### src/pkg/assc_map.vh
// register map, field positions and reset values of the sample step control block
`ifndef ASSC_MAP_VH
`define ASSC_MAP_VH
// ----------------------------------------------------------------------------
// register offsets (byte addresses)
// ----------------------------------------------------------------------------
`define ASSC_ADDR_W 8
`define ASSC_OFS_STEP_CTL 8'h44
`define ASSC_OFS_INPUT_SEL 8'h40
`define ASSC_OFS_SEQ_CMD 8'hC0
`define ASSC_OFS_SEQ_STAT 8'hC4
`define ASSC_OFS_IRQ_STAT 8'hC8
`define ASSC_OFS_IRQ_MASK 8'hCC
// ----------------------------------------------------------------------------
// step control nibble layout, step n at bits 4n+3..4n
// ----------------------------------------------------------------------------
`define ASSC_BIT_DIFF 0
`define ASSC_BIT_LAST 1
`define ASSC_BIT_IRQEN 2
`define ASSC_BIT_TEMP 3
`define ASSC_STEP_W 4
`define ASSC_SEL_W 2
`define ASSC_SEL_STRIDE 4
// ----------------------------------------------------------------------------
// reset values
// ----------------------------------------------------------------------------
`define ASSC_RST_STEP_CTL 32'h00000000
`define ASSC_RST_INPUT_SEL 32'h00000000
`define ASSC_RST_IRQ_MASK 32'h00000000
// ----------------------------------------------------------------------------
// command and status bits
// ----------------------------------------------------------------------------
`define ASSC_CMD_START 0
`define ASSC_STAT_BUSY 0
`define ASSC_IRQ_RAW 0
`define ASSC_IRQ_DONE 1
`define ASSC_IRQ_N 2
`endif

### src/rtl/assc_step_control.v
// sample step control: per-step settings, step sequencing and interrupt status
//
// Contract
// - temp-select bit converts temperature sensor, else the step's selected pin
// - interrupt-enable bit sets raw interrupt flag at step conversion end
// - raw interrupt reaches interrupt output only while its mask bit is set
// - any number of steps may raise the raw interrupt
// - step with end bit set is final; any position may carry it
// - steps after the first end-marked step are never requested
// - single-step sequencer variant holds first end bit at one always
// - differential-select bit samples the step's inputs differentially
// - differential step with pair index i samples inputs 2i and 2i+1
// - temperature sensor steps are always single-ended
// - 32-bit control: eight nibbles, temp/irq/end/diff, reset zero
// - separate input-select register, first step field at bits 1..0
`timescale 1ns/100ps
`include "assc_map.vh"

module assc_step_control #(
  parameter STEPS = 8,
  parameter SINGLE_STEP = 0,
  parameter CH_W = 3
)(
  input wire clock_in,
  input wire resetn_in,
  input wire [`ASSC_ADDR_W-1:0] addr_in,
  input wire [31:0] wdata_in,
  input wire write_in,
  input wire read_in,
  output reg [31:0] rdata_out,
  output reg irq_out,
  output reg conv_req_out,
  output reg [CH_W-1:0] conv_channel_out,
  output reg conv_temp_out,
  output reg conv_diff_out,
  output reg [2:0] conv_step_out,
  input wire conv_done_in
);

  // --------------------------------------------------------------------------
  // states
  // --------------------------------------------------------------------------
  localparam ST_IDLE = 2'b00;
  localparam ST_REQ = 2'b01;
  localparam ST_WAIT = 2'b10;
  // a request pulses two cycles after the start write,
  // and two cycles after each done that is not the last

  reg [31:0] step_ctl;
  reg [31:0] input_sel;
  reg [`ASSC_IRQ_N-1:0] irq_stat;
  reg [`ASSC_IRQ_N-1:0] irq_mask;
  reg [1:0] state;
  reg [2:0] step;

  // --------------------------------------------------------------------------
  // write decode
  // --------------------------------------------------------------------------
  reg wr_ctl;
  reg wr_sel;
  reg wr_cmd;
  reg wr_ist;
  reg wr_msk;

  // unmapped offsets fall through and change nothing
  always @*
  begin
    wr_ctl = 1'b0;
    wr_sel = 1'b0;
    wr_cmd = 1'b0;
    wr_ist = 1'b0;
    wr_msk = 1'b0;
    if (write_in)
    begin
      case (addr_in)
        `ASSC_OFS_STEP_CTL: wr_ctl = 1'b1;
        `ASSC_OFS_INPUT_SEL: wr_sel = 1'b1;
        `ASSC_OFS_SEQ_CMD: wr_cmd = 1'b1;
        `ASSC_OFS_IRQ_STAT: wr_ist = 1'b1;
        `ASSC_OFS_IRQ_MASK: wr_msk = 1'b1;
        default: wr_ctl = 1'b0;
      endcase
    end
  end

  // --------------------------------------------------------------------------
  // per-step decode
  // --------------------------------------------------------------------------
  wire [STEPS-1:0] step_temp;
  wire [STEPS-1:0] step_irqen;
  wire [STEPS-1:0] step_last;
  wire [STEPS-1:0] step_diff;
  wire [`ASSC_SEL_W-1:0] step_sel [0:STEPS-1];

  genvar g;
  generate
    for (g = 0; g < STEPS; g = g + 1)
    begin : g_step
      assign step_temp[g] = step_ctl[`ASSC_STEP_W*g + `ASSC_BIT_TEMP];
      assign step_irqen[g] = step_ctl[`ASSC_STEP_W*g + `ASSC_BIT_IRQEN];
      // single-step variant: first end bit is wired high
      if (g == 0 && SINGLE_STEP != 0)
      begin : g_fixed
        assign step_last[g] = 1'b1;
      end
      else
      begin : g_free
        assign step_last[g] = step_ctl[`ASSC_STEP_W*g + `ASSC_BIT_LAST];
      end
      assign step_diff[g] = step_ctl[`ASSC_STEP_W*g + `ASSC_BIT_DIFF];
      assign step_sel[g] = input_sel[`ASSC_SEL_STRIDE*g +: `ASSC_SEL_W];
    end
  endgenerate

  // readback image of the control word with the fixed end bit shown
  wire [31:0] ctl_view;
  assign ctl_view = (SINGLE_STEP != 0) ?
    (step_ctl | (32'h00000001 << `ASSC_BIT_LAST)) : step_ctl;

  // --------------------------------------------------------------------------
  // current step view
  // --------------------------------------------------------------------------
  wire cur_last;
  wire cur_temp;
  wire [`ASSC_SEL_W-1:0] cur_sel;
  wire next_diff;

  // the last position always ends a sequence, so a missing end mark cannot hang it
  assign cur_last = step_last[step] || (step == 3'h7);
  assign cur_temp = step_temp[step];
  assign cur_sel = step_sel[step];
  // temperature sensor has no pair, so its diff bit is dropped
  assign next_diff = step_diff[step] && !cur_temp;

  // mux channel: pair index doubled for a differential step
  reg [CH_W-1:0] next_channel;
  always @*
  begin
    if (step_diff[step] && !cur_temp)
      next_channel = {cur_sel[CH_W-2:0], 1'b0};
    else
      next_channel = {{(CH_W-`ASSC_SEL_W){1'b0}}, cur_sel};
  end

  // --------------------------------------------------------------------------
  // registers written by software
  // --------------------------------------------------------------------------
  always @(posedge clock_in or negedge resetn_in)
  begin
    if (!resetn_in)
      step_ctl <= `ASSC_RST_STEP_CTL;
    else if (wr_ctl)
      step_ctl <= wdata_in;
  end

  // only the two select bits of each nibble are kept; the rest read as zero
  always @(posedge clock_in or negedge resetn_in)
  begin
    if (!resetn_in)
      input_sel <= `ASSC_RST_INPUT_SEL;
    else if (wr_sel)
      input_sel <= wdata_in & 32'h33333333;
  end

  always @(posedge clock_in or negedge resetn_in)
  begin
    if (!resetn_in)
      irq_mask <= 2'h0;
    else if (wr_msk)
      irq_mask <= wdata_in[`ASSC_IRQ_N-1:0];
  end

  // --------------------------------------------------------------------------
  // step sequencer
  // --------------------------------------------------------------------------
  wire start_req;
  wire step_done;
  wire raw_event;
  wire seq_event;

  // a start while busy is ignored: only the idle state looks at it
  assign start_req = wr_cmd && wdata_in[`ASSC_CMD_START];
  // a done outside the wait state has no request to answer
  assign step_done = (state == ST_WAIT) && conv_done_in;
  assign raw_event = step_done && step_irqen[step];
  assign seq_event = step_done && cur_last;

  reg [1:0] next_state;
  reg [2:0] next_step;

  always @*
  begin
    next_state = state;
    next_step = step;
    case (state)
      ST_IDLE:
      begin
        next_step = 3'h0;
        // no end mark is needed first: step 7 ends the sequence anyway
        if (start_req)
          next_state = ST_REQ;
      end
      ST_REQ:
      begin
        next_state = ST_WAIT;
      end
      ST_WAIT:
      begin
        if (conv_done_in)
        begin
          if (cur_last)
          begin
            // nothing beyond the end mark is requested
            next_state = ST_IDLE;
            next_step = 3'h0;
          end
          else
          begin
            next_step = step + 3'h1;
            next_state = ST_REQ;
          end
        end
      end
      default:
      begin
        next_state = ST_IDLE;
        next_step = 3'h0;
      end
    endcase
  end

  always @(posedge clock_in or negedge resetn_in)
  begin
    if (!resetn_in)
    begin
      state <= ST_IDLE;
      step <= 3'h0;
    end
    else
    begin
      state <= next_state;
      step <= next_step;
    end
  end

  // --------------------------------------------------------------------------
  // request outputs
  // --------------------------------------------------------------------------
  // qualifiers hold until the next request, so the converter may sample late
  always @(posedge clock_in or negedge resetn_in)
  begin
    if (!resetn_in)
    begin
      conv_req_out <= 1'b0;
      conv_channel_out <= {CH_W{1'b0}};
      conv_temp_out <= 1'b0;
      conv_diff_out <= 1'b0;
      conv_step_out <= 3'h0;
    end
    else
    begin
      conv_req_out <= (state == ST_REQ);
      if (state == ST_REQ)
      begin
        conv_channel_out <= next_channel;
        conv_temp_out <= cur_temp;
        conv_diff_out <= next_diff;
        conv_step_out <= step;
      end
    end
  end

  // --------------------------------------------------------------------------
  // interrupt status
  // --------------------------------------------------------------------------
  wire [`ASSC_IRQ_N-1:0] irq_set;
  wire [`ASSC_IRQ_N-1:0] irq_clr;
  wire [`ASSC_IRQ_N-1:0] next_irq_stat;
  assign irq_set = {seq_event, raw_event};
  assign irq_clr = wr_ist ? wdata_in[`ASSC_IRQ_N-1:0] : 2'h0;

  // set beats a clear arriving in the same cycle, so no event is lost
  genvar k;
  generate
    for (k = 0; k < `ASSC_IRQ_N; k = k + 1)
    begin : g_irq
      assign next_irq_stat[k] = irq_set[k] | (irq_stat[k] & ~irq_clr[k]);
    end
  endgenerate

  always @(posedge clock_in or negedge resetn_in)
  begin
    if (!resetn_in)
      irq_stat <= 2'h0;
    else
      irq_stat <= next_irq_stat;
  end

  // --------------------------------------------------------------------------
  // interrupt output
  // --------------------------------------------------------------------------
  // looks at the next status so the line rises together with the status bit
  always @(posedge clock_in or negedge resetn_in)
  begin
    if (!resetn_in)
      irq_out <= 1'b0;
    else
      irq_out <= |(next_irq_stat & irq_mask);
  end

  // --------------------------------------------------------------------------
  // read port, data one cycle after the strobe
  // --------------------------------------------------------------------------
  reg [31:0] next_rdata;

  // unmapped offsets and idle cycles both give zero
  always @*
  begin
    next_rdata = 32'h00000000;
    if (read_in)
    begin
      case (addr_in)
        `ASSC_OFS_STEP_CTL: next_rdata = ctl_view;
        `ASSC_OFS_INPUT_SEL: next_rdata = input_sel;
        `ASSC_OFS_SEQ_STAT: next_rdata = {25'h0, step, 3'h0, state != ST_IDLE};
        `ASSC_OFS_IRQ_STAT: next_rdata = {30'h0, irq_stat};
        `ASSC_OFS_IRQ_MASK: next_rdata = {30'h0, irq_mask};
        default: next_rdata = 32'h00000000;
      endcase
    end
  end

  // read data stand for one cycle only
  always @(posedge clock_in or negedge resetn_in)
  begin
    if (!resetn_in)
      rdata_out <= 32'h00000000;
    else
      rdata_out <= next_rdata;
  end

endmodule

### config.mk
export PLATFORM = sky130hd
export DESIGN_NAME = assc_step_control
export DESIGN_NICKNAME = d
export VERILOG_FILES = /design/src/rtl/assc_step_control.v
export VERILOG_INCLUDE_DIRS = /design/src /design/src/pkg
export SDC_FILE = /design/constraint.sdc
export NUM_CORES = 1
export LEC_CHECK = 0
export BUFFER_PORTS_ARGS = -buffer_cell sky130_fd_sc_hd__clkbuf_2
export CAP_MARGIN = 20
export CELL_PAD_IN_SITES_DETAIL_PLACEMENT = 1
export CELL_PAD_IN_SITES_GLOBAL_PLACEMENT = 2
export CORE_ASPECT_RATIO = 1.2
export CORE_MARGIN = 5
export CORE_UTILIZATION = 25
export CTS_CLUSTER_DIAMETER = 50
export CTS_CLUSTER_SIZE = 40
export DETAILED_ROUTE_END_ITERATION = 10
export HOLD_SLACK_MARGIN = 0.12
export PLACE_DENSITY_LB_ADDON = 0.25
export RECOVER_POWER = 25
export SLEW_MARGIN = 20
export SYNTH_ARGS = -nofsm -noshare
export SYNTH_HDL_FRONTEND = slang
export SYNTH_SLANG_ARGS = --single-unit
### constraint.sdc
create_clock -name clock_in -period 2.9 [get_ports clock_in]
set_input_delay 0.29 -clock clock_in [delete_from_list [all_inputs] [get_ports clock_in]]
set_output_delay 0.29 -clock clock_in [all_outputs]
set_load 0.1 [all_outputs]
### Word-level counts from Yosys, hierarchy flattened

Index checks and enable logic that the tools add are counted.

| word-level totals | value |
|---|---|
| register bits after elaboration | 99 |
| bits of input ports | 45 |
| output and inout port bits | 42 |

| cells by class | value |
|---|---|
| add/sub/neg operators | 1 |
| order comparisons | 2 |
| equal/unequal tests | 11 |
| muxes and demuxes | 32 |
| bitwise gates (word level) | 9 |
| reduce and logical (&&, ||, !) cells | 12 |

Operators by type and width:

| cell | number |
|---|---|
| $pmux W32 S5 | 1 |
| $eq A8 B8 Y1 const B | 4 |
| $mux W32 | 1 |
| $eq A8 B7 Y1 const B | 2 |
| $mux W1 | 15 |
| $bmux W1 S3 | 4 |
| $mux W2 | 5 |
| $mux W3 | 3 |
| $bmux W2 S3 | 1 |
| $pmux W2 S3 | 1 |
| $pmux W3 S2 | 1 |
| $logic_and A1 B1 Y1 | 5 |
| $ge A4 B4 Y1 const B | 1 |
| $lt A3 B4 Y1 const B | 1 |
| $ne A2 B2 Y1 const B | 2 |
| $not A3 Y4 | 1 |
| $reduce_and A2 Y1 | 2 |
| $add A3 B1 Y3 const B | 1 |
| $eq A3 B3 Y1 const B | 1 |
| $not A1 Y1 | 3 |
| $and A1 B1 Y1 | 2 |
| $and A2 B2 Y2 | 1 |
| $eq A2 B1 Y1 const B | 1 |
| $eq A2 B2 Y1 const B | 1 |
| other kinds (6) | 7 |

### Longest topological paths before layout

Gate-level depths: netlist of the first run.

| logic depth | value |
|---|---|
| depth in word-level cells | 9 |
| depth in mapped cells | 6 |
| mapped depth without buffers | 4 |

### Worst setup path after synthesis of the first run

No wires, ideal clock.

| timing path | value |
|---|---|
| path type | reg-to-reg |
| start | register step[1] |
| end | register irq_out |
| arrival time | 1.857 ns |
| required time | 2.774 ns |
| setup slack | 0.917 ns |
| stages on the path, launching flop included | 7 |
| buffers on the path | 2 |
| path through | dfrtp_1 -> buf_2 -> buf_1 -> mux4_1 -> mux2_2 -> a32o_1 -> a311o_1 |

| between the ends | value |
|---|---|
| word-level cells in the longest chain between the ends | 7 |

Ends and longest elaborated chain:

| what | line | source |
|---|---|---|
| start, declared | assc_step_control.v:54 | `reg [2:0] step;` |
| start signal, assigned | assc_step_control.v:242 | `step <= next_step;` |
| $bmux W1 S3 | assc_step_control.v:129 | `assign cur_last = step_last[step] \|\| (step == 3'h7);` |
| $mux W1 (not written as such) | assc_step_control.v:129 |  |
| $logic_or A1 B1 Y1 | assc_step_control.v:129 |  |
| $logic_and A1 B1 Y1 | assc_step_control.v:186 | `assign seq_event = step_done && cur_last;` |
| $or A1 B1 Y1 | assc_step_control.v:287 | `assign next_irq_stat[k] = irq_set[k] \| (irq_stat[k] & ~irq_clr[k]);` |
| $and A2 B2 Y2 (*) | assc_step_control.v:308 | `irq_out <= \|(next_irq_stat & irq_mask);` |
| $reduce_or A2 Y1 (*) | assc_step_control.v:308 |  |
| end signal, assigned | assc_step_control.v:308 |  |
| end, declared | assc_step_control.v:31 | `output reg irq_out,` |

Mark *: on every way between the ends. The rest lies on a longest branch, timed or not. The select of a mux whose other input is x is not followed.
A chain may end at the register's enable or synchronous reset.

### Worst setup path after layout of the first run

| timing path | value |
|---|---|
| start | input addr_in[7] |
| end | register rdata_out[25] |

| between the ends | value |
|---|---|
| word-level cells in the longest chain between the ends | 3 |

Ends and longest elaborated chain:

| what | line | source |
|---|---|---|
| start, declared | assc_step_control.v:26 | `` input wire [`ASSC_ADDR_W-1:0] addr_in, `` |
| $eq A8 B8 Y1 / $eq A8 B7 Y1 (equally long branches) | assc_step_control.v:322 | `case (addr_in)` |
| $pmux W32 S5 (*) | assc_step_control.v:322 |  |
| $mux W32 (*) | assc_step_control.v:320 | `if (read_in)` |
| net next_rdata[25] | assc_step_control.v:314 | `reg [31:0] next_rdata;` |
| end signal, assigned | assc_step_control.v:339 | `rdata_out <= next_rdata;` |
| end, declared | assc_step_control.v:30 | `output reg [31:0] rdata_out,` |

Mark *: on every way through the listed nets, which the timed path passes. The rest lies on a longest branch.

==> results of run 1 <==
-- cell usage in the layout, fill, tap and decap left out, drive strengths merged, types with 9 or more instances in the layout --
| master | n |
|---|---|
| a22o | 11 |
| a22oi | 10 |
| and3 | 17 |
| buf | 9 |
| clkbuf | 96 |
| dfrtp | 99 |
| mux2 | 54 |
| mux2i | 9 |
| mux4 | 9 |
| nor2 | 15 |
-- worst max-delay path by stage --
stage / startpoint / end / slack [ps] / cells past startpoint
after global placement: step[1] / step[0] / 720 / 6
after CTS: step[1] / step[0] / 700 / 6
after floorplan: step[1] / irq_out / 920 / 6
after detailed placement: step[1] / step[0] / 740 / 6
after global routing: addr_in[7] / rdata_out[25] / 310 / 6
final: addr_in[7] / rdata_out[25] / 480 / 6
-- sequential cells by signal, indices dropped and copies added (netlist names) --
| signal | flops |
|---|---|
| conv_temp_out | 1 |
| conv_req_out | 1 |
| irq_mask | 2 |
| conv_diff_out | 1 |
| ctl_view | 32 |
| conv_channel_out | 3 |
| input_sel | 16 |
| conv_step_out | 3 |
| step | 3 |
| irq_stat | 2 |
| state | 2 |
| irq_out | 1 |
| rdata_out | 32 |
-- report_power, final --
group / internal [mW] / leakage, nW / switching (mW)
registers: 1.43 / 1.37 / 0.0568
logic: 0.105 / 1.17 / 0.219
clock network: 0.694 / 0.153 / 0.581
-- what timing repair did --
action | in CTS | in global routing
resized for setup | 0 | 0
hold endpoints to repair | 55 | 0
setup endpoints to repair | 0 | 0
hold buffers | 1 | 0
-- metrics by stage --
stage	setup WS, ps	instances	instance area, sq um	util (%)	total power [mW]
6_report	481.9	623	5344	31.47	3.090
5_1_grt	310.0	623	5344	31.47	3.210
4_1_cts	701.1	623	5355	31.54	3.137
3_5_place_dp	738.5	606	5024	29.58	1.851
3_3_place_gp	716.9	606	5024	29.58	1.845
2_1_floorplan	916.6	312	4350	-	1.708
-- layer usage --
layer  share of wire [%]  up-vias  global-route usage (%)
li1                    -     1363                       -
met1                  44     1518                   16.61
met2                  51       58                   21.00
met3                 3.5       10                   2.242
met4                 1.5        0                   4.361
met5                   0        -                       0
-- cell families (layout without fill, tap and decap cells) --
family,after synthesis,after routing,synth area share (%)
and+or+nand+nor,74,74,10.50
buffers and inverters,21,116,2.675
muxes,72,72,21.31
DFF,99,99,56.95
adders and majority gates,2,2,0.5751
AOI/OAI and AO/OA,44,44,7.996
-- cell type report --
type | instances | area share (%)
inverter | 3 | 0.2107
sequential | 99 | 46.36
clock buffer | 9 | 4.214
multi-input combinational | 192 | 32.83
timing repair buffer | 97 | 9.529
clock inverter | 7 | 1.803
tap | 216 | 5.057
==> results.cfg, run 1 <==
[critical_path]
crit_chain = clkbuf_1, or4b_1, nor2_1, clkbuf_1, and2_1, a22o_1
crit_path_frequent_cell = clkbuf_1
critPathMaxStageDelay_ps = 860
cp.arrival_ps = 2700
cp.required_ps = 3180
worstSetupEndpointType = register
rr_worst_depth = 6
path_class = input port to register
path_max_fanout = 22
start_kind = input port
worstReg2RegStart = step[1]
r2r-end = step[0]
critPathBufInv = 2
slowest_stage = clkbuf_1
path_delay_family = simple AND/OR/NAND/NOR gates
reg2reg_slack_ps = 740

[pwr]
p_per_area_nw_per_um2 = 578.2
vdd_ir_drop_max_v = 0.0002620
power.leakage_nw = 2.692

[placement]
port_buffers = 86
hpwl_microns = 9136
gp_congestion = 0.7401

[floorplan]
start_util_pct = 25.62
die-width_microns = 130.4
core_area_sq_um = 16980
die_area_sq_um = 20150
num_io_pins = 87
core.rowCount = 52
die_h_microns = 154.5

[synth]
synthTopCellsByArea = dfrtp_1 (57%), mux2_2 (14%), mux4_1 (4.2%)
synth_top_area_share_pct = 56.95
syn-cell-area_sq_um = 4350
async_flop_share_pct = 100.0
synth_edf_count = 0
yosysTopAreaCell = dfrtp_1
synth_warnings = 0
avgSynthCellArea_sq_um = 13.94
yosysUniqueCellTypes = 54
synth_seq_cells = 99
synth_flop_cell = dfrtp_1
synth.net_count = 359
syn_inst = 312
yosysSeqAreaShare_pct = 56.95
synth.most_common_cell = dfrtp_1
synth_common_cells = dfrtp_1 (99), mux2_2 (53), and3_1 (17), nor2_1 (14), a22o_1 (11)

[run]
cap_viol_max_count = 1

[hold_path]
hold_path.class = input port to register
hold_depth = 2
min-delay-start = wdata_in[26]
hold_path_end = ctl_view[26]

[cts]
clock_sinks = 99
clk_path_buf_depth = 2
post_cts_buffers = 0
root_buffer = clkbuf_16
clk_transition_reported_paths_ps = 80
cts_tree = built
cts_max_level = 3
cts-buffers-inserted = 9
clkLatencyLatePin_ps = 350

[sta]
fin_crit_ps = 2418
worst_pin_slew_ps = 1812
maxSlewHeadroom_pct = -20.77
finalHoldViolations = 0
skew_ps = 7.447
rsz0062_at_grt = false
fmax_ghz = 0.4135
fin_crit_sh_pct = 83.38
fin_hold_ws_ps = 172.5
slew_viol_final = 72
finalSetupViolations = 0
finalSetupTns_ps = 0

[run_status]
violations = max-capacitance violations, max-slew violations
status = finished with violations

[drt]
drt_iter0_drc = 156
wirelength_microns = 12330
first_pass_iters = 4
drc = 0
vias = 2949
postRouteAntennaNets = 0
post_drt_wl_per_cell_microns = 19.79
vias_per_cell = 4.734

[grt]
grt_pass1_vias = 3289
grt_overflow = 0
grt_pass1_wl_microns = 19340
grt_usage_pct = 12.67
antenna_found_initial = 0
grt_start_max_net_pins = 72

[finish]
diodes = 0
multi_input_area_sq_um = 1754
area_delta_synth_final_pct = 22.84
drive_gt1_share_pct = 42.51
regArea_sq_um = 2477
nets = 449
nFillCells = 1835
Note: power is estimated with default switching activity, not from simulation.
==> run 2: changes to the inputs <==
Settings changed: ABC_AREA set to 1.
Clock period 2.9 ns to 2 ns, I/O delays scaled along.
==> results.cfg, run 2 <==
[pwr]
vdd_ir_drop_max_v = 0.0004561
finalPower_mw = 4.969
p_switching_mw = 1.350
pwr-share-clk_pct = 42.9
p_int_mw = 3.620
seq_power_share_pct = 43.6
power_frac_comb_pct = 13.5
power_switching_share_pct = 27.16
p_per_area_nw_per_um2 = 854.1
power.leakage_nw = 2.981

[grt]
grt_pass1_wl_microns = 22140
grt_start_max_net_pins = 64
antenna_found_initial = 0
grt_pass1_vias = 4101
grt_usage_pct = 13.42
grt_overflow = 0

[sta]
finalHoldViolations = 0
maxSlewHeadroom_pct = 50.41
fin_crit_ps = 1654
fin_hold_ws_ps = 121.1
fmax_ghz = 0.6046
worst_pin_slew_ps = 743.9
skew_ps = 4.601
finalSetupViolations = 0
fin_crit_sh_pct = 82.70
rsz0062_at_grt = false
slew_viol_final = 0
finalSetupTns_ps = 0
setup_ws_ps = 346.0

[finish]
nFillCells = 2110
multi_input_area_sq_um = 1653
drive_gt1_share_pct = 25.35
design_area_sq_um = 5818
mostFrequentLayoutCell = nand2_1
area_delta_synth_final_pct = 29.09
nets = 681
mostFrequentLayoutCells = nand2_1 (137), dfrtp_1 (99), clkbuf_2 (85)
diodes = 0
utilization_pct = 32.98
layout.cells.non_filler = 859
regArea_sq_um = 2477

[cts]
post_cts_hold_buffer_count = 29
clkLatencyLatePin_ps = 350
clk_path_buf_depth = 2
clock_sinks = 99
cts-resized-gates = 0
post_cts_buffers = 0
root_buffer = clkbuf_16
clk_transition_reported_paths_ps = 70
cts_max_level = 3
cts-buffers-inserted = 9
cts_tree = built

[placement]
placedCellCount = 814
place_ws_ps = 253.4
hpwl_microns = 9857
port_buffers = 86
postPlaceCellArea_sq_um = 5175
gp_congestion = 0.7887

[synth]
synth_compound_area_share_pct = 11.60
yosysSeqAreaShare_pct = 54.97
synth_fa_ha_area_share_pct = 0.5552
synth_xor_area_share_pct = 0
yosysTopAreaCell = dfrtp_1
synthSimpleGateAreaFrac_pct = 24.51
avgSynthCellArea_sq_um = 8.684
synth_flop_cell = dfrtp_1
synth.net_count = 566
syn-cell-area_sq_um = 4507
synth_top_area_share_pct = 54.97
synth_edf_count = 0
synth_warnings = 0
async_flop_share_pct = 100.0
synth.most_common_cell = nand2_1
synth_seq_cells = 99
synthTopCellsByArea = dfrtp_1 (55%), nand2_1 (11%), nand3_1 (5.4%)
synth_common_cells = nand2_1 (137), dfrtp_1 (99), inv_1 (55), nand3_1 (49), nor2_1 (37)
syn_inst = 519
synth_top_family_by_area = simple AND/OR/NAND/NOR gates
muxShareOfSynthArea_pct = 0
yosysUniqueCellTypes = 28

[critical_path]
rr_worst_depth = 7
cp.required_ps = 2270
crit_chain = buf_4, ha_1, ha_1, nand3b_1, nor2_1, nand2_1, o21ai_0
crit_path_frequent_cell = ha_1
path_max_fanout = 10
worstSetupEndpointType = register
slowest_stage = dfrtp_1
critPathMaxStageDelay_ps = 450
cp.arrival_ps = 1920
start_kind = register
path_class = register to register

[run]
cap_viol_max_count = 0

[drt]
post_drt_wl_per_cell_microns = 15.62
drt_iter0_drc = 175
wirelength_microns = 13420
vias = 3788
first_pass_iters = 5
postRouteAntennaNets = 0
vias_per_cell = 4.410
drc = 0

[floorplan]
start_util_pct = 25.55
die-width_microns = 132.6
core_area_sq_um = 17640
core.rowCount = 53
die_h_microns = 157.1
die_area_sq_um = 20820
num_io_pins = 87

[hold_path]
hold_depth = 3
hold_path.class = input port to register

[run_status]
status = finished clean
-- run 2: cell count changes after synthesis, sizes merged, moves of 10 or more --
cell | before | now
mux2 | 54 | 0
and3 | 17 | 1
nor2 | 15 | 51
o21ai | 4 | 54
nand2 | 8 | 142
a22o | 11 | 0
nand3 | 3 | 49
inv | 3 | 59
a21oi | 2 | 28
a22oi | 10 | 0
-- run 2: cell type report --
type / count / share of cell area (%)
clock buffers: 9 / 3.871
clock inverters: 7 / 2.409
inverters: 59 / 3.806
multi-input cells: 338 / 28.41
flip-flops and latches: 99 / 42.58
well taps: 220 / 4.731
repair buffers: 127 / 14.19
-- run 2: final timing paths --
| path | startpoint | end | slack (ps) |
|---|---|---|---|
| max | step[1] | step[2] | 350 |
| min | wdata_in[6] | ctl_view[6] | 120 |
| max reg2reg | step[1] | step[2] | 350 |
| min reg2reg | state[1] | state[0] | 490 |
| max in group asynchronous | resetn_in | input_sel[12] | 640 |
| min in group asynchronous | resetn_in | rdata_out[3] | 280 |
-- run 2: logic make-up (layout without fill, tap and decap cells) --
group | after synthesis | count (layout)
AO/OA/AOI/OAI | 85 | 85
adder cells (fa/ha/maj) | 2 | 2
buffers and inverters | 82 | 202
flip-flops | 99 | 99
AND/OR/NAND/NOR | 251 | 251
-- run 2: power by group through the flow --
stage	Sequential [mW]	Combinational [mW]	Clock [mW]
4_1_cts	2.17	0.689	2.20
3_3_place_gp	2.21	0.631	0
5_1_grt	2.18	0.735	2.27
6_report	2.17	0.670	2.13
2_1_floorplan	2.41	0.205	0
3_5_place_dp	2.21	0.643	0
-- run 2: routing by layer --
layer | routed length (microns) | track usage, % | up-vias
li1 | - | - | 1876
met1 | 6034 | 17.03 | 1830
met2 | 6654 | 22.89 | 66
met3 | 499 | 2.621 | 16
met4 | 233 | 4.851 | 0
met5 | 0 | 0 | -
-- run 2: worst max-delay path: cells and delay by family, from the launching register on --
| kind | cells | cell delay (ps) |
|---|---|---|
| compound gates | 1 | 80 |
| buf+inv | 1 | 210 |
| simple gates | 3 | 450 |
| fa+ha+maj | 2 | 380 |
| flops | 1 | 450 |
